File: config.mk
export PLATFORM = sky130hd
export DESIGN_NAME = rtc_supervisor
export DESIGN_NICKNAME = d
export VERILOG_FILES = /design/src/core/rtc_supervisor.v
export VERILOG_INCLUDE_DIRS = /design/src /design/src/core
export SDC_FILE = /design/constraint.sdc
export NUM_CORES = 1
export LEC_CHECK = 0
export ABC_AREA = 1
export ABC_CLOCK_PERIOD_IN_PS = 3700
export BUFFER_PORTS_ARGS = -buffer_cell sky130_fd_sc_hd__buf_2
export CORE_MARGIN = 2
export CORE_UTILIZATION = 45
export CTS_CLUSTER_SIZE = 28
export DETAILED_ROUTE_END_ITERATION = 8
export HOLD_SLACK_MARGIN = 0.08
export PLACE_DENSITY = 0.61
export SYNTH_ARGS = -nofsm -noshare
export SYNTH_HDL_FRONTEND = slang
export SYNTH_SLANG_ARGS = --single-unit
File: constraint.sdc
create_clock -name clk_i -period 3.7 [get_ports clk_i]
set_input_delay 0.185 -clock clk_i [delete_from_list [all_inputs] [get_ports clk_i]]
set_output_delay 0.185 -clock clk_i [all_outputs]
set_load 0.005 [all_outputs]
File: src/core/rtc_supervisor_defines.vh
// Register offsets, field positions, reset values and timing constants of the RTC supervisor
`ifndef RTC_SUPERVISOR_DEFINES_VH
`define RTC_SUPERVISOR_DEFINES_VH

`define ADDR_FLAGS 4'h0
`define ADDR_ALARM_MONTH 4'h6
`define ADDR_WATCHDOG_SETUP 4'h7
`define ADDR_CONTROL_CALIBRATION 4'h8
`define ADDR_SECONDS 4'h9
`define ADDR_DAY_OF_WEEK 4'hc
`define ADDR_SUPPLY_STATUS 4'he

`define BIT_BATTERY_LOW 4
`define BIT_WRITE 7
`define BIT_READ 6
`define BIT_SIGN 5
`define BIT_OSC_STOP 7
`define BIT_FREQ_TEST 6
`define BIT_ALARM_FLAG_EN 7
`define BIT_BACKUP_ALARM_EN 5
`define BIT_WD_STEERING 7

`define WATCHDOG_RESET 8'h00

`define CLK_HZ 100000000
`define OSC_HZ 32768
`define FAST_MIN_NS 200
`define FAST_NOISE_NS 50
`define SLOW_MIN_MS 100
`define SLOW_NOISE_MS 20
`define STRETCH_MIN_MS 40
`define STRETCH_MAX_MS 200
`define STRETCH_MS 100
`define BATTERY_TEST_HOURS 24
`define SUBTICK_SHORTEN 128
`define SUBTICK_LENGTHEN 256
`define CAL_CYCLE_MINUTES 64

`endif

File: src/core/rtc_supervisor.v
// Reset-input qualification, reset stretching, calibration, frequency test and battery monitor of the RTC
//
// Added by the designer: the address-and-strobe port.
`timescale 1ns/1ps
`include "rtc_supervisor_defines.vh"
//
// How it works
// - Two reset request inputs each produce a full power-cycle reset pulse.
// - While the stretched reset is active, both request inputs are ignored.
// - Fast input accepted after 200 ns low; under 50 ns rejected.
// - Slow input accepted after 100 ms low; under 20 ms rejected.
// - Reset output held 40 to 200 ms after accepted input returns high.
// - Calibration adds or blanks counts at the divide-by-256 stage.
// - Calibration magnitude is five bits D4-D0 of control register.
// - Sign bit D5: one adds counts, zero removes counts.
// - 64-minute cycle; one second per minute shortened 128 or lengthened 256.
// - Magnitude N corrects exactly the first 2N minutes of each cycle.
// - Test pin toggles 512 Hz under stop, test, alarm, watchdog conditions.
// - Test frequency is taken before calibration, unaffected by it.
// - Battery tested at power-up and about every 24 hours on main supply.
// - A failed battery test sets the read-only battery-low flag.
// - Battery-low flag stays until a later test passes.
// - Battery tests only run with main supply present.
// - Initial power-up clears W, R, FT, AFE, ABE and watchdog register.
// - Reset clears W, R, FT, AFE, ABE and watchdog, others kept.
// - Power-down sets R, clears W, FT, watchdog; later power-up clears enables.
// - Frequency-test bit cleared whenever main power is applied.
// - Reset output is active-low open drain, also asserted on supply failure.
module rtc_supervisor #(
	parameter integer OSC_DIV = `CLK_HZ / `OSC_HZ,
	parameter integer SLOW_MIN_CYC = `SLOW_MIN_MS * (`CLK_HZ / 1000),
	parameter integer SLOW_NOISE_CYC = `SLOW_NOISE_MS * (`CLK_HZ / 1000),
	parameter integer STRETCH_CYC = `STRETCH_MS * (`CLK_HZ / 1000),
	parameter integer SECONDS_PER_TEST = `BATTERY_TEST_HOURS * 3600
) (
	// Clock and reset
	input wire clk_i,
	input wire nrst_i,
	// Register port
	input wire [3:0] addr_i,
	input wire [7:0] wdata_i,
	input wire wr_i,
	input wire rd_i,
	output reg [7:0] rdata_o,
	// Reset request pins, active low
	input wire fast_reset_request_in_n_i,
	input wire slow_reset_request_in_n_i,
	// Supply and battery status from analog monitors
	input wire main_supply_ok_i,
	input wire battery_above_threshold_i,
	input wire first_power_up_i,
	// Open-drain reset output
	output reg reset_out_oe_o,
	output reg reset_out_o,
	// Open-drain interrupt or frequency-test pin
	output reg interrupt_or_test_pin_oe_o,
	output reg interrupt_or_test_pin_o,
	// Calibrated 1 Hz tick
	output reg second_tick_o
);

// Rounded up so that a pulse at the minimum is never a cycle short
localparam integer FAST_MIN_CYC = (`FAST_MIN_NS * (`CLK_HZ / 1000000) + 999) / 1000;
localparam integer FAST_NOISE_CYC = (`FAST_NOISE_NS * (`CLK_HZ / 1000000) + 999) / 1000;

localparam [1:0] ST_IDLE = 2'd0;
localparam [1:0] ST_WAIT_HIGH = 2'd1;
localparam [1:0] ST_STRETCH = 2'd2;

function [31:0] sat_inc;
	input [31:0] v;
	begin
		sat_inc = (v == 32'hffffffff) ? v : v + 32'd1;
	end
endfunction

////////////////////////////////////////////////////////////////
// Input synchronisers
// No reset: they settle while nrst_i is held low
reg [1:0] fast_sync_reg;
reg [1:0] slow_sync_reg;
reg [1:0] supply_sync_reg;
reg [1:0] batt_sync_reg;
reg [1:0] first_sync_reg;
always @(posedge clk_i) begin
	fast_sync_reg <= {fast_sync_reg[0], fast_reset_request_in_n_i};
	slow_sync_reg <= {slow_sync_reg[0], slow_reset_request_in_n_i};
	supply_sync_reg <= {supply_sync_reg[0], main_supply_ok_i};
	batt_sync_reg <= {batt_sync_reg[0], battery_above_threshold_i};
	first_sync_reg <= {first_sync_reg[0], first_power_up_i};
end

wire fast_low = ~fast_sync_reg[1];
wire slow_low = ~slow_sync_reg[1];
wire supply_ok = supply_sync_reg[1];

// Release of nrst_i counts as a power-up, so the battery is tested then
reg supply_prev_reg;
always @(posedge clk_i) begin
	if (!nrst_i)
		supply_prev_reg <= 1'b0;
	else
		supply_prev_reg <= supply_ok;
end

wire power_up = supply_ok & ~supply_prev_reg;
wire power_down = ~supply_ok & supply_prev_reg;

////////////////////////////////////////////////////////////////
// Reset request qualification and stretch
reg [1:0] rst_state_reg;
reg [31:0] fast_cnt_reg;
reg [31:0] slow_cnt_reg;
reg [31:0] stretch_cnt_reg;
reg request_reset_reg;
// The noise floor still holds if a minimum is set too low
wire fast_ok = (fast_cnt_reg >= FAST_MIN_CYC) && (fast_cnt_reg >= FAST_NOISE_CYC);
wire slow_ok = (slow_cnt_reg >= SLOW_MIN_CYC) && (slow_cnt_reg >= SLOW_NOISE_CYC);
always @(posedge clk_i) begin
	if (!nrst_i) begin
		rst_state_reg <= ST_IDLE;
		fast_cnt_reg <= 32'h0;
		slow_cnt_reg <= 32'h0;
		stretch_cnt_reg <= 32'h0;
		request_reset_reg <= 1'b0;
	end else begin
		request_reset_reg <= 1'b0;
		case (rst_state_reg)
			ST_IDLE: begin
				// Short glitches clear the counter and never qualify
				fast_cnt_reg <= fast_low ? sat_inc(fast_cnt_reg) : 32'h0;
				slow_cnt_reg <= slow_low ? sat_inc(slow_cnt_reg) : 32'h0;
				if (!supply_ok)
					rst_state_reg <= ST_STRETCH;
				else if (fast_ok || slow_ok)
					rst_state_reg <= ST_WAIT_HIGH;
			end
			ST_WAIT_HIGH: begin
				// Stretch is timed from the moment both pins are high again
				if (!fast_low && !slow_low) begin
					rst_state_reg <= ST_STRETCH;
					stretch_cnt_reg <= 32'h0;
					request_reset_reg <= 1'b1;
				end
			end
			ST_STRETCH: begin
				// Inputs ignored until the stretch finishes
				fast_cnt_reg <= 32'h0;
				slow_cnt_reg <= 32'h0;
				// Supply loss restarts the recovery time
				if (!supply_ok)
					stretch_cnt_reg <= 32'h0;
				else if (stretch_cnt_reg >= STRETCH_CYC - 1)
					rst_state_reg <= ST_IDLE;
				else
					stretch_cnt_reg <= stretch_cnt_reg + 32'd1;
			end
			default: rst_state_reg <= ST_IDLE;
		endcase
	end
end

// Open drain: only the enable moves, the driven level stays low
always @(posedge clk_i) begin
	if (!nrst_i) begin
		reset_out_oe_o <= 1'b1;
		reset_out_o <= 1'b0;
	end else begin
		reset_out_o <= 1'b0;
		reset_out_oe_o <= (rst_state_reg != ST_IDLE);
	end
end

////////////////////////////////////////////////////////////////
// Control registers
reg [7:0] flags_reg;
reg [7:0] alarm_month_reg;
reg [7:0] watchdog_setup_reg;
reg [7:0] control_calibration_reg;
reg [7:0] seconds_reg;
reg [7:0] day_of_week_reg;
// Power events beat a host write in the same cycle
wire clear_on_reset = request_reset_reg;
always @(posedge clk_i) begin
	if (!nrst_i) begin
		alarm_month_reg <= 8'h00;
		watchdog_setup_reg <= `WATCHDOG_RESET;
		control_calibration_reg <= 8'h00;
		seconds_reg <= 8'h00;
		day_of_week_reg <= 8'h00;
	end else if (clear_on_reset || (power_up && first_sync_reg[1])) begin
		control_calibration_reg[`BIT_WRITE] <= 1'b0;
		control_calibration_reg[`BIT_READ] <= 1'b0;
		day_of_week_reg[`BIT_FREQ_TEST] <= 1'b0;
		alarm_month_reg[`BIT_ALARM_FLAG_EN] <= 1'b0;
		alarm_month_reg[`BIT_BACKUP_ALARM_EN] <= 1'b0;
		watchdog_setup_reg <= `WATCHDOG_RESET;
	end else if (power_down) begin
		// Alarm enables survive power-down for the back-up alarm
		control_calibration_reg[`BIT_READ] <= 1'b1;
		control_calibration_reg[`BIT_WRITE] <= 1'b0;
		day_of_week_reg[`BIT_FREQ_TEST] <= 1'b0;
		watchdog_setup_reg <= `WATCHDOG_RESET;
	end else if (power_up) begin
		// Read bit deliberately kept at one here
		control_calibration_reg[`BIT_WRITE] <= 1'b0;
		day_of_week_reg[`BIT_FREQ_TEST] <= 1'b0;
		alarm_month_reg[`BIT_ALARM_FLAG_EN] <= 1'b0;
		alarm_month_reg[`BIT_BACKUP_ALARM_EN] <= 1'b0;
		watchdog_setup_reg <= `WATCHDOG_RESET;
	end else if (wr_i && supply_ok) begin
		case (addr_i)
			`ADDR_ALARM_MONTH: alarm_month_reg <= wdata_i;
			`ADDR_WATCHDOG_SETUP: watchdog_setup_reg <= wdata_i;
			`ADDR_CONTROL_CALIBRATION: control_calibration_reg <= wdata_i;
			`ADDR_SECONDS: seconds_reg <= wdata_i;
			`ADDR_DAY_OF_WEEK: day_of_week_reg <= wdata_i;
			default: ;
		endcase
	end
end

// Read data stands for one cycle only, zero otherwise
always @(posedge clk_i) begin
	if (!nrst_i)
		rdata_o <= 8'h00;
	else if (rd_i) begin
		case (addr_i)
			`ADDR_FLAGS: rdata_o <= flags_reg;
			`ADDR_ALARM_MONTH: rdata_o <= alarm_month_reg;
			`ADDR_WATCHDOG_SETUP: rdata_o <= watchdog_setup_reg;
			`ADDR_CONTROL_CALIBRATION: rdata_o <= control_calibration_reg;
			`ADDR_SECONDS: rdata_o <= seconds_reg;
			`ADDR_DAY_OF_WEEK: rdata_o <= day_of_week_reg;
			`ADDR_SUPPLY_STATUS: rdata_o <= {6'h00, rst_state_reg != ST_IDLE, supply_ok};
			default: rdata_o <= 8'h00;
		endcase
	end else
		rdata_o <= 8'h00;
end

////////////////////////////////////////////////////////////////
// Oscillator time base and divider chain
// One-cycle enable per crystal period, the only slow rate
reg [15:0] osc_pre_reg;
reg osc_en_reg;
always @(posedge clk_i) begin
	if (!nrst_i) begin
		osc_pre_reg <= 16'h0;
		osc_en_reg <= 1'b0;
	end else if (osc_pre_reg == OSC_DIV[15:0] - 16'd1) begin
		osc_pre_reg <= 16'h0;
		osc_en_reg <= 1'b1;
	end else begin
		osc_pre_reg <= osc_pre_reg + 16'd1;
		osc_en_reg <= 1'b0;
	end
end

wire osc_run = osc_en_reg & ~seconds_reg[`BIT_OSC_STOP];

// Uncorrected 512 Hz toggle taken before calibration
// Half period of 32 crystal cycles, 64 to the full period
reg [4:0] test_div_reg;
reg test_wave_reg;
always @(posedge clk_i) begin
	if (!nrst_i) begin
		test_div_reg <= 5'h0;
		test_wave_reg <= 1'b0;
	end else if (osc_run) begin
		test_div_reg <= test_div_reg + 5'd1;
		if (test_div_reg == 5'h1f)
			test_wave_reg <= ~test_wave_reg;
	end
end

// Calibrated chain: 128 stage periods per second, one second per minute adjusted
reg [5:0] sec_cnt_reg;
reg [5:0] min_cnt_reg;
wire [4:0] cal_mag = control_calibration_reg[4:0];
wire cal_pos = control_calibration_reg[`BIT_SIGN];
// Magnitude 31 reaches minute 61, so minutes 62 and 63 stay uncorrected
wire cal_active = (min_cnt_reg < {cal_mag, 1'b0}) && (sec_cnt_reg == 6'd0);
reg [15:0] osc_in_sec_reg;
// Sign one shortens the second, which makes the clock gain
wire [15:0] sec_len = !cal_active ? 16'd32768 :
	(cal_pos ? 16'd32768 - 16'd`SUBTICK_SHORTEN : 16'd32768 + 16'd`SUBTICK_LENGTHEN);
// Seconds wrap at 59 and minutes at 63, one calibration cycle
always @(posedge clk_i) begin
	if (!nrst_i) begin
		osc_in_sec_reg <= 16'h0;
		sec_cnt_reg <= 6'h0;
		min_cnt_reg <= 6'h0;
		second_tick_o <= 1'b0;
	end else begin
		second_tick_o <= 1'b0;
		if (osc_run) begin
			if (osc_in_sec_reg >= sec_len - 16'd1) begin
				osc_in_sec_reg <= 16'h0;
				second_tick_o <= 1'b1;
				if (sec_cnt_reg == 6'd59) begin
					sec_cnt_reg <= 6'h0;
					min_cnt_reg <= min_cnt_reg + 6'd1;
				end else
					sec_cnt_reg <= sec_cnt_reg + 6'd1;
			end else
				osc_in_sec_reg <= osc_in_sec_reg + 16'd1;
		end
	end
end

// Any other use of the pin keeps the test wave off it
always @(posedge clk_i) begin
	if (!nrst_i) begin
		interrupt_or_test_pin_oe_o <= 1'b0;
		interrupt_or_test_pin_o <= 1'b0;
	end else begin
		interrupt_or_test_pin_o <= 1'b0;
		interrupt_or_test_pin_oe_o <= ~seconds_reg[`BIT_OSC_STOP] & day_of_week_reg[`BIT_FREQ_TEST]
			& ~alarm_month_reg[`BIT_ALARM_FLAG_EN]
			& (watchdog_setup_reg[`BIT_WD_STEERING] | (watchdog_setup_reg == 8'h00))
			& ~test_wave_reg;
	end
end

////////////////////////////////////////////////////////////////
// Battery monitor
// Flag follows only the latest test; apart from that only nrst_i clears it
reg [16:0] batt_sec_reg;
always @(posedge clk_i) begin
	if (!nrst_i) begin
		flags_reg <= 8'h00;
		batt_sec_reg <= 17'h0;
	end else if (supply_ok) begin
		if (power_up || batt_sec_reg == SECONDS_PER_TEST[16:0] - 17'd1) begin
			batt_sec_reg <= 17'h0;
			flags_reg[`BIT_BATTERY_LOW] <= ~batt_sync_reg[1];
		end else if (second_tick_o)
			batt_sec_reg <= batt_sec_reg + 17'd1;
	end
end

endmodule

==> summary by stage, run 1 <==
Status
The flow ran to the end, and the final reports show no timing, DRC or antenna violations.

Placed design
Once detailed placement completed, the half-perimeter wirelength came to between 20000 and 25000 um. The count of port buffers added during placement is 31. Before CTS, the worst setup slack after placement is approximately 0.21 ns. At the end of routability-driven placement, the weighted congestion stood at ~0.96.

CTS
Buffers added to address setup during post-CTS repair amount to 0. CTS built an H-tree with a depth of 1. In this run the clock root is driven by a sky130_fd_sc_hd__clkbuf_16. The maximum number of buffers from clock root to sink is 3. TritonCTS built the clock tree.

At the later pin of the worst-skew pair, clock insertion delay measures 0.56 ns. CTS saw 230 sinks. Clock-pin slew was measured on the worst setup and hold paths at ~0.060 ns.

The number of buffers inserted during clock tree synthesis is 27.

Global routing
The largest net degree at the start of global routing is 60. The global-route wire length before repair is around 54000 um. The residual overflow from global routing is 0. The total routing resource utilization after global routing is 22.0%. The number of antenna violations at the first check in global routing was 0. The number of global-route vias before repair is 11.4k.

Timing
Summed over all failing endpoints, the final setup total negative slack is 0 ns. The highest attainable clock frequency is 305 MHz. Setup repair after global routing left no endpoint under its margin. After layout, the worst path uses slightly below 90% of the clock period. The count of pins over their slew limit is 0. For the finished layout, the period the worst path requires is between 3 and 4 ns. The final worst slack is 0.417 ns. On the final layout, the worst hold slack is approximately 0.12 ns. The number of hold violations in the final report is 0. Setup violations remaining at the end of the flow were counted as 0. The post-route clock skew is approximately 0.016 ns. At the pin with the least slew margin, the transition time is just over 0.8 ns. The worst relative slew slack is 45.0%.

Worst setup path
Of all nets on the critical path, the largest fanout is 15. The critical path is of the register to register type. The kind of end point of the critical path is a register. The arrival time at the worst endpoint is between 3 and 4 ns. The required time reported for the critical path endpoint is around 4.2 ns. The worst setup path is launched from a register.

Layout
In the final layout, the share of cells above drive strength 1 is around 7.4%. The multi-input combinational cells in the finished layout cover a total of around 6900 um2. In the final layout, flip-flops and latches occupy around 4600 um2. The number of fill cells is between 2k and 3k. The final core utilization is 50.9%.

The number of antenna cells inserted is 0. The net count of the finished layout is 2033. The layout-stage area growth over the synthesis result is 11.2%.

Logic synthesis
The Yosys step of the flow raised 0 warnings. After synthesis the netlist holds a flip-flop and latch count of between 200 and 250. The number of different library cells used by synthesis comes to between 50 and 60.

For this run, the leading register cell type out of synthesis is sky130_fd_sc_hd__dfxtp_1. For this run, asynchronously set or reset flops after synthesis account for 0%. In this run the cell area of the synthesized design comes to ~13000 um2. For this run, the register share of the synthesized area comes to a little over a third. The number of instances in the synthesized netlist is slightly below 2k. The synthesized design contains 0 enable-type register cells. The post-synthesis average cell area is ~6.5 um2.

Routing
The detailed router placed ~12k vias in this run. The wire length per cell is ~14 um. In this run the remaining antenna-violating nets after routing total 0. Before antenna repair, the detailed router went through 5 iterations. The routed design has around 32000 um of wire. The detail-routed via count per cell is a little over 5. After the first detailed-routing iteration, the DRC count stood at about 770.

In the routed design, unresolved DRC markers number 0.

Pwr
The clock power share is a little over two fifths. VDD sags by at most ~0.00037 V. The standby leakage power is approximately 5.6 nW.

For this design the ratio of total power to cell area is 434 nW/um2. The switching component of the power is about 1.8 mW. Net switching is 29.0% of the power.

The internal power of the cells totals about 4.4 mW. Combinational cells account for between 10% and 20% of the total power. Sequential cells burn ~44% of the power. The completed layout was analyzed and its total power is 6.14 mW.

Floorplan
The die boundary width is 172 um. After floorplanning, the core was divided into a little over 60 placement rows. The floorplan step defined a core boundary enclosing about 28000 um2. From bottom edge to top edge, the die measures roughly 170 um.

The initial utilization of the core area, before any placement, comes to 45.8%. The top-level I/O count is 34. The die covers roughly 30000 um2.

Flow run
The tool flagged a number of max-cap violations equal to 0.

Worst hold path
In this run the worst hold path is classified as input port to register.
-- power groups by stage --
| stage | Sequential (mW) | Clock, mW | Combinational, mW |
|---|---|---|---|
| 2_1_floorplan | 2.72 | 0 | 0.630 |
| 3_3_place_gp | 2.76 | 0 | 0.757 |
| 3_5_place_dp | 2.76 | 0 | 0.769 |
| 4_1_cts | 2.70 | 2.72 | 0.783 |
| 5_1_grt | 2.72 | 2.82 | 0.893 |
| 6_report | 2.71 | 2.66 | 0.775 |
-- per-stage QoR --
step	std cells	cell area (um2)
floorplan	1958	12700
global placement	2321	13100
detailed placement	2321	13100
CTS	2382	14100
global route	2382	14100
finish	2382	14100
-- final timing paths --
check                                                 from                         end  slack [ns]  cells after the start
worst min register to register           first_sync_reg[0]           first_sync_reg[1]        0.32                      0
worst min-delay path                             addr_i[3]  control_calibration_reg[6]        0.12                      5
worst max register to register  control_calibration_reg[1]           osc_in_sec_reg[2]        0.42                     16
worst max-delay path            control_calibration_reg[1]           osc_in_sec_reg[2]        0.42                     16
-- cells in the final DEF, fill, tap and decap left out, drive strengths merged --
| cell type | instances |
|---|---|
| dfxtp | 230 |
| a311oi | 1 |
| a21oi | 116 |
| nand3b | 4 |
| nor3 | 83 |
| clkinv | 12 |
| nor3b | 11 |
| nor4 | 10 |
| o22ai | 4 |
| dlygate4sd3 | 13 |
| o31ai | 2 |
| a31oi | 10 |
| nor2 | 332 |
| o21bai | 1 |
| ha | 27 |
| inv | 243 |
| a31o | 1 |
| a221oi | 3 |
| o221ai | 1 |
| conb | 2 |
| o21a | 5 |
| nand4 | 55 |
| nand2 | 477 |
| o21ai | 86 |
| a21o | 2 |
| nand3 | 139 |
| a21boi | 1 |
| xnor2 | 3 |
| a211oi | 2 |
| and3 | 1 |
| buf | 39 |
| xor2 | 39 |
| or2 | 8 |
| clkbuf | 34 |
| a41oi | 1 |
| o211ai | 4 |
| bufinv | 2 |
-- cell usage after synthesis (5+ instances only) --
cell type                    n  area [um2]
sky130_fd_sc_hd__a21oi_1   116         581
sky130_fd_sc_hd__nor4_1     10        62.6
sky130_fd_sc_hd__clkbuf_1   21        78.8
sky130_fd_sc_hd__nor2_2     16         100
sky130_fd_sc_hd__nand2_4     5        56.3
sky130_fd_sc_hd__inv_2       6        22.5
sky130_fd_sc_hd__nor2_1    313        1170
sky130_fd_sc_hd__or2_2       7        43.8
sky130_fd_sc_hd__a31oi_1    10        62.6
sky130_fd_sc_hd__buf_2      20         100
sky130_fd_sc_hd__o21a_1      5        37.5
sky130_fd_sc_hd__nor3_1     80         400
sky130_fd_sc_hd__ha_1       27         338
sky130_fd_sc_hd__o21ai_0    78         390
sky130_fd_sc_hd__nor3b_1    11        82.6
sky130_fd_sc_hd__xor2_1     39         342
sky130_fd_sc_hd__o21ai_1     7        35.0
sky130_fd_sc_hd__nand3_1   135         676
sky130_fd_sc_hd__nand2_2    14        87.6
sky130_fd_sc_hd__inv_1     234         878
sky130_fd_sc_hd__nand4_1    55         344
sky130_fd_sc_hd__nand2_1   458        1720
sky130_fd_sc_hd__buf_4       5        37.5
sky130_fd_sc_hd__dfxtp_1   230        4600
-- final cells by class --
type                       count  area share, %
clock inverter                14           1.00
inverter                     243           6.48
multi-input combinational   1431           48.9
tap                          378           3.34
clock buffer                  34           5.25
timing repair buffer          52           2.44
sequential                   230           32.6
-- timing repair --
action / 4_1_cts / 5_1_grt
endpoints found under the setup margin: 0 / 13
hold buffers: 13 / 0
gates resized for setup: 0 / 1
endpoints found under the hold margin: 41 / 0
-- kinds of logic (layout without fill, tap and decap cells) --
logic type | Yosys count | count (layout) | share of synthesized area (%)
simple gates | 1120 | 1120 | 38.6
buf+inv | 297 | 343 | 9.41
compound gates | 240 | 240 | 10.2
flops | 230 | 230 | 36.2
xor+xnor | 42 | 42 | 2.89
fa+ha+maj | 27 | 27 | 2.66
other cells | 1 | 2 | 0.0295
-- critical path, stage by stage, from the launching register on --
cell and delay (ns):
sky130_fd_sc_hd__dfxtp_1 0.32, sky130_fd_sc_hd__inv_1 0.06, sky130_fd_sc_hd__ha_1 0.28, sky130_fd_sc_hd__a21boi_0 0.12
sky130_fd_sc_hd__o21a_1 0.17, sky130_fd_sc_hd__o21a_1 0.16, sky130_fd_sc_hd__o21ai_0 0.14, sky130_fd_sc_hd__nand2_1 0.10
sky130_fd_sc_hd__nor2_1 0.29, sky130_fd_sc_hd__inv_1 0.08, sky130_fd_sc_hd__ha_1 0.29, sky130_fd_sc_hd__a21oi_1 0.17
sky130_fd_sc_hd__o21a_1 0.14, sky130_fd_sc_hd__nand3_1 0.10, sky130_fd_sc_hd__nand2_1 0.25, sky130_fd_sc_hd__nand2_2 0.25
sky130_fd_sc_hd__nor3b_1 0.26
-- metal layers --
layer  up-vias  GRT usage, %  share of wire (%)
met5         -             0                  0
met4         0          5.96                2.3
met3        55          2.66                3.2
met2       213          39.5                 48
met1      5643          27.8                 46
li1       6371             -                  -
(Power assumes the default switching activity.)
==> run 2, diff against run 1 <==
--- a/config.mk
+++ b/config.mk
@@ -9,12 +9,14 @@
 export ABC_AREA = 1
 export ABC_CLOCK_PERIOD_IN_PS = 3700
 export BUFFER_PORTS_ARGS = -buffer_cell sky130_fd_sc_hd__buf_2
+export CELL_PAD_IN_SITES_DETAIL_PLACEMENT = 2
+export CELL_PAD_IN_SITES_GLOBAL_PLACEMENT = 2
 export CORE_MARGIN = 2
-export CORE_UTILIZATION = 45
-export CTS_CLUSTER_SIZE = 28
+export CORE_UTILIZATION = 35
+export CTS_CLUSTER_SIZE = 16
 export DETAILED_ROUTE_END_ITERATION = 8
 export HOLD_SLACK_MARGIN = 0.08
-export PLACE_DENSITY = 0.61
+export PLACE_DENSITY = 0.8
 export SYNTH_ARGS = -nofsm -noshare
 export SYNTH_HDL_FRONTEND = slang
 export SYNTH_SLANG_ARGS = --single-unit
==> run 2 against run 1 <==
Die area grew 28%. Global-route usage up 1.8 points. Sequential share of layout area shrank 0.65 points. Sequential cell count unchanged. Utilization fell by 10 points. Final cell count rose by 3.7%. First-iteration DRC count is 34% lower. Cell area grew 2.0%. Count of clock-buffer cells in the layout increased by 2. Worst setup slack lost 0.074 ns. Non-clock buffer count grew 2. Total power grew 8.1%. Largest power group is now the clock network.
==> summary by stage, run 2 (same netlist as run 1, synthesis figures left out) <==
Timing
The post-route clock skew was 0.0234 ns (was 0.0156 ns). Unrepaired setup endpoints after global routing: false (unchanged). The final sum of negative setup slack is 0 ns (unchanged). The post-layout minimum cycle time came to 3.36 ns (was 3.28 ns). The final worst slack is 0.344 ns (was 0.417 ns).

The count of endpoints failing setup in the final report is 0 (unchanged). The highest attainable clock frequency came to 298 MHz (was 305 MHz). The worst-margin pin slew came to 0.935 ns (was 0.821 ns). The worst relative slew slack was 37.4% (was 45.0%). The final clock period utilization by the worst path is 90.7% (was 88.7%). The count of pins over their slew limit came to 0 (unchanged).

The number of hold violations in the final report is 0 (unchanged).

CTS
The clock tree root driver cell is sky130_fd_sc_hd__clkbuf_16 (unchanged). The number of H-tree levels is 1 (unchanged). The TritonCTS sink count is 230 (unchanged). The number of buffers inserted during clock tree synthesis came to 28 (was 27).

The clock latency reported for the late side of the worst-skew pair came to 0.59 ns (was 0.56 ns). The CTS tree is yes (unchanged). The maximum number of buffers from clock root to sink was 3 (unchanged).

The clock slew at the register clock pins of the worst setup and hold paths is 0.06 ns (about the same).

Layout
The number of antenna cells inserted is 0 (unchanged). The fraction of layout cells with a size suffix above 1 was 7.86% (was 7.39%). Most frequent cells in the layout: sky130_fd_sc_hd__nand2_1, sky130_fd_sc_hd__nor2_1, sky130_fd_sc_hd__inv_1 (unchanged).

The total number of nets in the final design is 2036 (was 2033). The number of fill cells is 4413 (was 2891). The most common library cell in the layout ignoring fill and taps is sky130_fd_sc_hd__nand2_1 (unchanged). The post-layout instance area is 14400 um2 (was 14100 um2). The layout-stage area growth over the synthesis result is 13.5% (was 11.2%).

Pwr
The internal portion of total power is 4.69 mW (was 4.36 mW). The switching component of the power is 1.95 mW (was 1.78 mW). The part of the power in combinational logic is 12.6% (about the same).

The clock power share is 46.5% (was 43.3%). The share of power burned in registers is 40.9% (was 44.1%). The total power density per cell area is 460 nW/um2 (was 434 nW/um2). The standby leakage power is 5.68 nW (was 5.61 nW).

The maximum ir drop on the vdd rail is 0.000320 V (was 0.000365 V). The switching power share of the total was 29.4% (was 29.0%).

Routing
The antenna violation net count after detailed routing is 0 (unchanged). The number of vias after detailed routing is 13.0k (was 12.3k). The detail-routed via count per cell is 5.27 (was 5.16). The number of iterations in the first detailed-routing pass is 5 (unchanged). The wire length per cell is 18.0 um (was 13.6 um). The total length of routed wires is 44400 um (was 32400 um). The highest metal layer with signal wires is met4 (unchanged). The routed metal-1 wire length is 19100 um (was 15100 um). The initial detailed-routing violation count was 508 (was 767). The DRC violation count after routing is 0 (unchanged). The met3 wire length is 1080 um (was 1040 um). The detailed-routed wire length on met2 is 23100 um (was 15600 um).

Worst setup path
The worst setup slack for register-to-register paths is 0.34 ns (was 0.42 ns). The path depth of the worst reg2reg path came to 18 (was 16). The worst flop-to-flop path endpoint is min_cnt_reg[0] (was osc_in_sec_reg[2]).

The startpoint of the worst register-to-register path is control_calibration_reg[1] (unchanged). The required time reported for the critical path endpoint was 4.18 ns (was 4.17 ns). The arrival time at the worst endpoint is 3.84 ns (was 3.75 ns). The nature of the critical path startpoint is a register (unchanged). The launch point of the critical path is control_calibration_reg[1] (unchanged). The endpoint of the worst setup timing path is min_cnt_reg[0] (was osc_in_sec_reg[2]). The maximum fanout along the worst path is 10 (was 15). The class of the most critical setup path is register to register (unchanged). The kind of end point of the critical path is a register (unchanged).

Placed design
The routability congestion estimate from global placement is 0.853 (was 0.965). The detailed-placement wirelength estimate is 31700 um (was 23200 um). The post-placement worst setup slack is 0.0304 ns (was 0.211 ns). The cell area after placement is 13200 um2 (was 13100 um2). The count of port buffers added during placement came to 31 (unchanged).

Worst hold path
The worst hold path stage count is 5 (unchanged). The path category of the worst min-delay check was input port to register (unchanged).

Floorplan
The initial core utilization is 35.7% (was 45.8%). The overall die height is 195 um (was 172 um). The total core area is 35700 um2 (was 27800 um2).

The top-level I/O count came to 34 (unchanged). The die boundary width came to 195 um (was 172 um). The area of the die is 37900 um2 (was 29600 um2). The row count is 69 (was 61).

Global routing
The global-route wire length before repair was 74400 um (was 54000 um). The total routing resource utilization after global routing is 23.8% (was 22.0%). The residual overflow from global routing is 0 (unchanged). The number of global-route vias before repair was 14.5k (was 11.4k). The number of antenna violations at the first check in global routing is 0 (unchanged). The largest net degree at the start of global routing is 60 (unchanged).

Flow run
The count of maximum capacitance violations is 0 (unchanged).

Status
Status: completed (unchanged).
==> run 2: changes by cell type in the layout (fill, tap and decap cells not counted), moves of 2 or more <==
cell | before | now
sky130_fd_sc_hd__clkinvlp_4 | 0 | 3
sky130_fd_sc_hd__buf_4 | 8 | 10
sky130_fd_sc_hd__clkbuf_1 | 3 | 1
sky130_fd_sc_hd__bufinv_16 | 2 | 5
sky130_fd_sc_hd__clkinv_2 | 11 | 7
sky130_fd_sc_hd__clkbuf_8 | 4 | 7
==> run 2: per-layer routing <==
metal	vias up	track usage, %
met4	0	6.10
met2	157	45.8
met3	68	2.69
li1	6378	-
met5	-	0
met1	6426	27.8
==> run 2: power by group through the flow <==
stage | logic (mW) | clock network [mW] | registers, mW
6_report | 0.838 | 3.09 | 2.71
5_1_grt | 0.955 | 3.26 | 2.73
4_1_cts | 0.851 | 3.17 | 2.71
3_5_place_dp | 0.832 | 0 | 2.76
3_3_place_gp | 0.793 | 0 | 2.76
2_1_floorplan | 0.630 | 0 | 2.72
==> run 2: area by class of cell <==
cell class	instances	area, um2	share of cell area (%)
Tap cell	461	577	4.00
Multi-Input combinational cell	1431	6930	48.0
Sequential cell	230	4600	31.9
Clock inverter	16	241	1.67
Inverter	243	916	6.35
Timing Repair Buffer	54	360	2.50
Clock buffer	36	801	5.55
==> run 2: repair_timing <==
item / CTS / global route
setup buffers: 0 / 0
gates resized for setup: 0 / 4
setup endpoints to repair: 0 / 21
endpoints found under the hold margin: 42 / 0
hold buffers: 13 / 0
==> run 2: how the worst min path moves through the flow <==
| stage | start | end | slack (ns) |
|---|---|---|---|
| 2_1_floorplan | battery_above_threshold_i | batt_sync_reg[0] | 0.21 |
| 3_3_place_gp | battery_above_threshold_i | batt_sync_reg[0] | 0.29 |
| 3_5_place_dp | first_power_up_i | first_sync_reg[0] | 0.29 |
| 4_1_cts | addr_i[3] | control_calibration_reg[6] | 0.09 |
| 5_1_grt | addr_i[3] | control_calibration_reg[6] | 0.13 |
| 6_report | addr_i[3] | control_calibration_reg[6] | 0.11 |
==> run 2: worst max-delay path: stages, from the launching register on <==
cell,delay [ns]
sky130_fd_sc_hd__dfxtp_1,0.33
sky130_fd_sc_hd__inv_1,0.06
sky130_fd_sc_hd__ha_1,0.28
sky130_fd_sc_hd__a21boi_0,0.12
sky130_fd_sc_hd__o21a_1,0.17
sky130_fd_sc_hd__o21a_1,0.16
sky130_fd_sc_hd__o21ai_0,0.16
sky130_fd_sc_hd__nand2_1,0.13
sky130_fd_sc_hd__nor2_2,0.22
sky130_fd_sc_hd__inv_1,0.08
sky130_fd_sc_hd__ha_1,0.31
sky130_fd_sc_hd__nand2_1,0.11
sky130_fd_sc_hd__nor3_1,0.21
sky130_fd_sc_hd__nand2_1,0.09
sky130_fd_sc_hd__nand3_1,0.12
sky130_fd_sc_hd__buf_4,0.20
sky130_fd_sc_hd__nand3_2,0.19
sky130_fd_sc_hd__o21ai_0,0.23
sky130_fd_sc_hd__nor2_1,0.06
==> run 2: per-stage QoR <==
step	cells	hold slack, ns	total power [mW]	utilization (%)
global placement	2406	0.288	3.55	37.2
CTS	2471	0.0889	6.73	40.4
finish	2471	0.106	6.64	40.5
floorplan	1958	0.213	3.35	-
detailed placement	2406	0.289	3.60	37.2
global route	2471	0.129	6.95	40.5
==> run 3, diff against run 2 <==
--- a/config.mk
+++ b/config.mk
@@ -9,7 +9,7 @@
 export ABC_AREA = 1
 export ABC_CLOCK_PERIOD_IN_PS = 3700
 export BUFFER_PORTS_ARGS = -buffer_cell sky130_fd_sc_hd__buf_2
-export CELL_PAD_IN_SITES_DETAIL_PLACEMENT = 2
+export CELL_PAD_IN_SITES_DETAIL_PLACEMENT = 1
 export CELL_PAD_IN_SITES_GLOBAL_PLACEMENT = 2
 export CORE_MARGIN = 2
 export CORE_UTILIZATION = 35
==> run 3 against run 2 <==
Largest power group unchanged. Critical path type unchanged. Utilization down 0.088 points. Highest routed layer unchanged. Total power down 1.3%. Largest cell class unchanged. Sequential cell count did not move.
==> summary by stage, run 3 (same netlist as run 1, synthesis figures left out) <==
Placed design
The detailed-placement wirelength estimate was 28200 um (was 31700 um). The cell area after placement is 13200 um2 (unchanged). The post-placement cell count is 2406 (unchanged).

The count of port buffers added during placement came to 31 (unchanged). The routability congestion estimate from global placement is 0.853 (unchanged).

Routing
The detail-routed via count per cell is 5.06 (was 5.27). The DRC violation count after routing is 0 (unchanged). The initial detailed-routing violation count is 570 (was 508). The number of iterations in the first detailed-routing pass is 5 (unchanged). The number of vias after detailed routing is 12.5k (was 13.0k). The wire length per cell is 15.6 um (was 18.0 um). The antenna violation net count after detailed routing is 0 (unchanged). The total length of routed wires is 38600 um (was 44400 um).

Timing
The worst relative slew slack is 42.2% (was 37.4%). The highest attainable clock frequency is 303 MHz (was 298 MHz). The final sum of negative setup slack is 0 ns (unchanged).

The number of hold violations in the final report is 0 (unchanged). The worst-margin pin slew is 0.864 ns (was 0.935 ns). Unrepaired setup endpoints after global routing: false (unchanged). The count of endpoints failing setup in the final report came to 0 (unchanged). The final clock period utilization by the worst path was 89.2% (was 90.7%). The count of pins over their slew limit came to 0 (unchanged).

The post-layout minimum cycle time was 3.30 ns (was 3.36 ns). The post-route clock skew is 0.00824 ns (was 0.0234 ns).

Worst setup path
The peak per-stage delay on the critical path is 0.42 ns (was 0.33 ns). The worst setup slack for register-to-register paths was 0.40 ns (was 0.34 ns). The nature of the critical path startpoint is a register (unchanged).

The worst flop-to-flop path endpoint is min_cnt_reg[0] (unchanged). The cell seen most often among critical-path stages is sky130_fd_sc_hd__nand2_1 (unchanged). The endpoint of the worst setup timing path is min_cnt_reg[0] (unchanged). The path depth of the worst reg2reg path is 17 (was 18). The kind of end point of the critical path is a register (unchanged).

The arrival time at the worst endpoint is 3.76 ns (was 3.84 ns). The launch point of the critical path was min_cnt_reg[2] (was control_calibration_reg[1]). Critical path, cell by cell: ha_1 -> a21boi_0 -> o21a_1 -> o21a_1 -> o21ai_0 -> nand2_1 -> nor2_1 -> inv_1 -> ha_1 -> nand2_1 -> nor3_1 -> nand2_1 -> nand3_1 -> buf_4 -> nand3_2 -> o21ai_0 -> nor2_1 (was inv_1 -> ha_1 -> a21boi_0 -> o21a_1 -> o21a_1 -> o21ai_0 -> nand2_1 -> nor2_2 -> inv_1 -> ha_1 -> nand2_1 -> nor3_1 -> nand2_1 -> nand3_1 -> buf_4 -> nand3_2 -> o21ai_0 -> nor2_1). The startpoint of the worst register-to-register path was min_cnt_reg[2] (was control_calibration_reg[1]). The critical-path cell with the highest stage delay was sky130_fd_sc_hd__dfxtp_1 (unchanged). The class of the most critical setup path is register to register (unchanged).

The maximum fanout along the worst path is 10 (unchanged). The required time reported for the critical path endpoint is 4.16 ns (was 4.18 ns).

Global routing
The total routing resource utilization after global routing is 20.7% (was 23.8%). The global-route wire length before repair is 65100 um (was 74400 um). The largest net degree at the start of global routing is 60 (unchanged).

The number of antenna violations at the first check in global routing is 0 (unchanged). The residual overflow from global routing is 0 (unchanged). The number of global-route vias before repair is 13.0k (was 14.5k).

Flow run
The count of maximum capacitance violations is 0 (unchanged).

CTS
The CTS tree is yes (unchanged). The number of H-tree levels is 1 (unchanged). The clock slew at the register clock pins of the worst setup and hold paths is 0.06 ns (about the same). The maximum number of buffers from clock root to sink was 3 (unchanged). The post-CTS repair timing setup buffer count is 0 (unchanged).

The clock latency reported for the late side of the worst-skew pair is 0.57 ns (was 0.59 ns). The clock tree root driver cell is sky130_fd_sc_hd__clkbuf_16 (unchanged). The number of buffers inserted during clock tree synthesis is 28 (unchanged). The TritonCTS sink count was 230 (unchanged).

Floorplan
The row count is 69 (unchanged). The overall die height is 195 um (unchanged). The die boundary width is 195 um (unchanged).

The area of the die is 37900 um2 (unchanged). The top-level I/O count is 34 (unchanged). The initial core utilization came to 35.7% (unchanged). The total core area is 35700 um2 (unchanged).

Layout
The number of fill cells is 4665 (was 4413). The final non-filler cell total is 2471 (unchanged). The post-layout instance area came to 14400 um2 (about the same).

The most common library cell in the layout ignoring fill and taps is sky130_fd_sc_hd__nand2_1 (unchanged). The fraction of layout cells with a size suffix above 1 came to 7.71% (was 7.86%). The number of antenna cells inserted came to 0 (unchanged). Most frequent cells in the layout: sky130_fd_sc_hd__nand2_1, sky130_fd_sc_hd__nor2_1, sky130_fd_sc_hd__inv_1 (unchanged).

The total number of nets in the final design was 2036 (unchanged). The layout-stage area growth over the synthesis result is 13.2% (was 13.5%).

Worst hold path
The worst hold path stage count came to 4 (was 5). The path category of the worst min-delay check is input port to register (unchanged).

Pwr
The maximum ir drop on the vdd rail is 0.000441 V (was 0.000320 V). The standby leakage power is 5.67 nW (was 5.68 nW). The total power density per cell area is 455 nW/um2 (was 460 nW/um2).

Status
Status: completed (unchanged).
## run 3: where the power goes
| group | switching [mW] | total [mW] | leakage, nW | internal, mW |
|---|---|---|---|---|
| Sequential | 0.132 | 2.71 | 1.86 | 2.57 |
| Combinational | 0.585 | 0.813 | 3.31 | 0.228 |
| Clock | 1.16 | 3.03 | 0.498 | 1.87 |
| Total | 1.88 | 6.55 | 5.67 | 4.67 |
## run 3: stage by stage
step / power [mW] / util [%] / hold slack (ns) / worst slack (ns)
2_1_floorplan: 3.35 / - / 0.213 / 0.817
3_3_place_gp: 3.55 / 37.2 / 0.288 / 0.295
3_5_place_dp: 3.57 / 37.2 / 0.289 / 0.0919
4_1_cts: 6.68 / 40.4 / 0.0842 / 0.0723
5_1_grt: 6.87 / 40.4 / 0.141 / 0.0176
6_report: 6.55 / 40.4 / 0.116 / 0.400
## run 3: routing by layer
layer  wire length, um  track usage [%]
met1             17700             25.8
met2             19100             37.8
met5                 0                0
met3               830             2.43
met4               881             5.30
## run 3: area by class of cell
cell class | instances | area (um2) | area share, %
timing repair buffer | 54 | 360 | 2.50
clock inverter | 18 | 260 | 1.81
sequential | 230 | 4600 | 32.0
tap | 461 | 577 | 4.01
multi-input combinational | 1431 | 6930 | 48.1
inverter | 243 | 916 | 6.36
clock buffer | 34 | 753 | 5.23
## run 3: how the worst min path moves through the flow
stage,slack (ns),endpoint,startpoint
after detailed placement,0.29,fast_sync_reg[0],fast_reset_request_in_n_i
after global routing,0.14,control_calibration_reg[6],addr_i[3]
final,0.12,rdata_o[0],addr_i[1]
after floorplan,0.21,batt_sync_reg[0],battery_above_threshold_i
after global placement,0.29,batt_sync_reg[0],battery_above_threshold_i
after CTS,0.08,rdata_o[0],addr_i[1]
## run 3: critical path: cells and delay by family, from the launching register on
kind                       cells  cell delay (ns)
buffers and inverters          2             0.28
AOI/OAI and AO/OA              5             0.81
and+or+nand+nor                8             1.12
DFF                            1             0.42
adders and majority gates      2             0.57
## run 3: repair_timing
item                                   4_1_cts  5_1_grt
hold buffers                                13        0
gates resized for setup                      0        3
endpoints found under the hold margin       42        0
setup endpoints to repair                    0       15
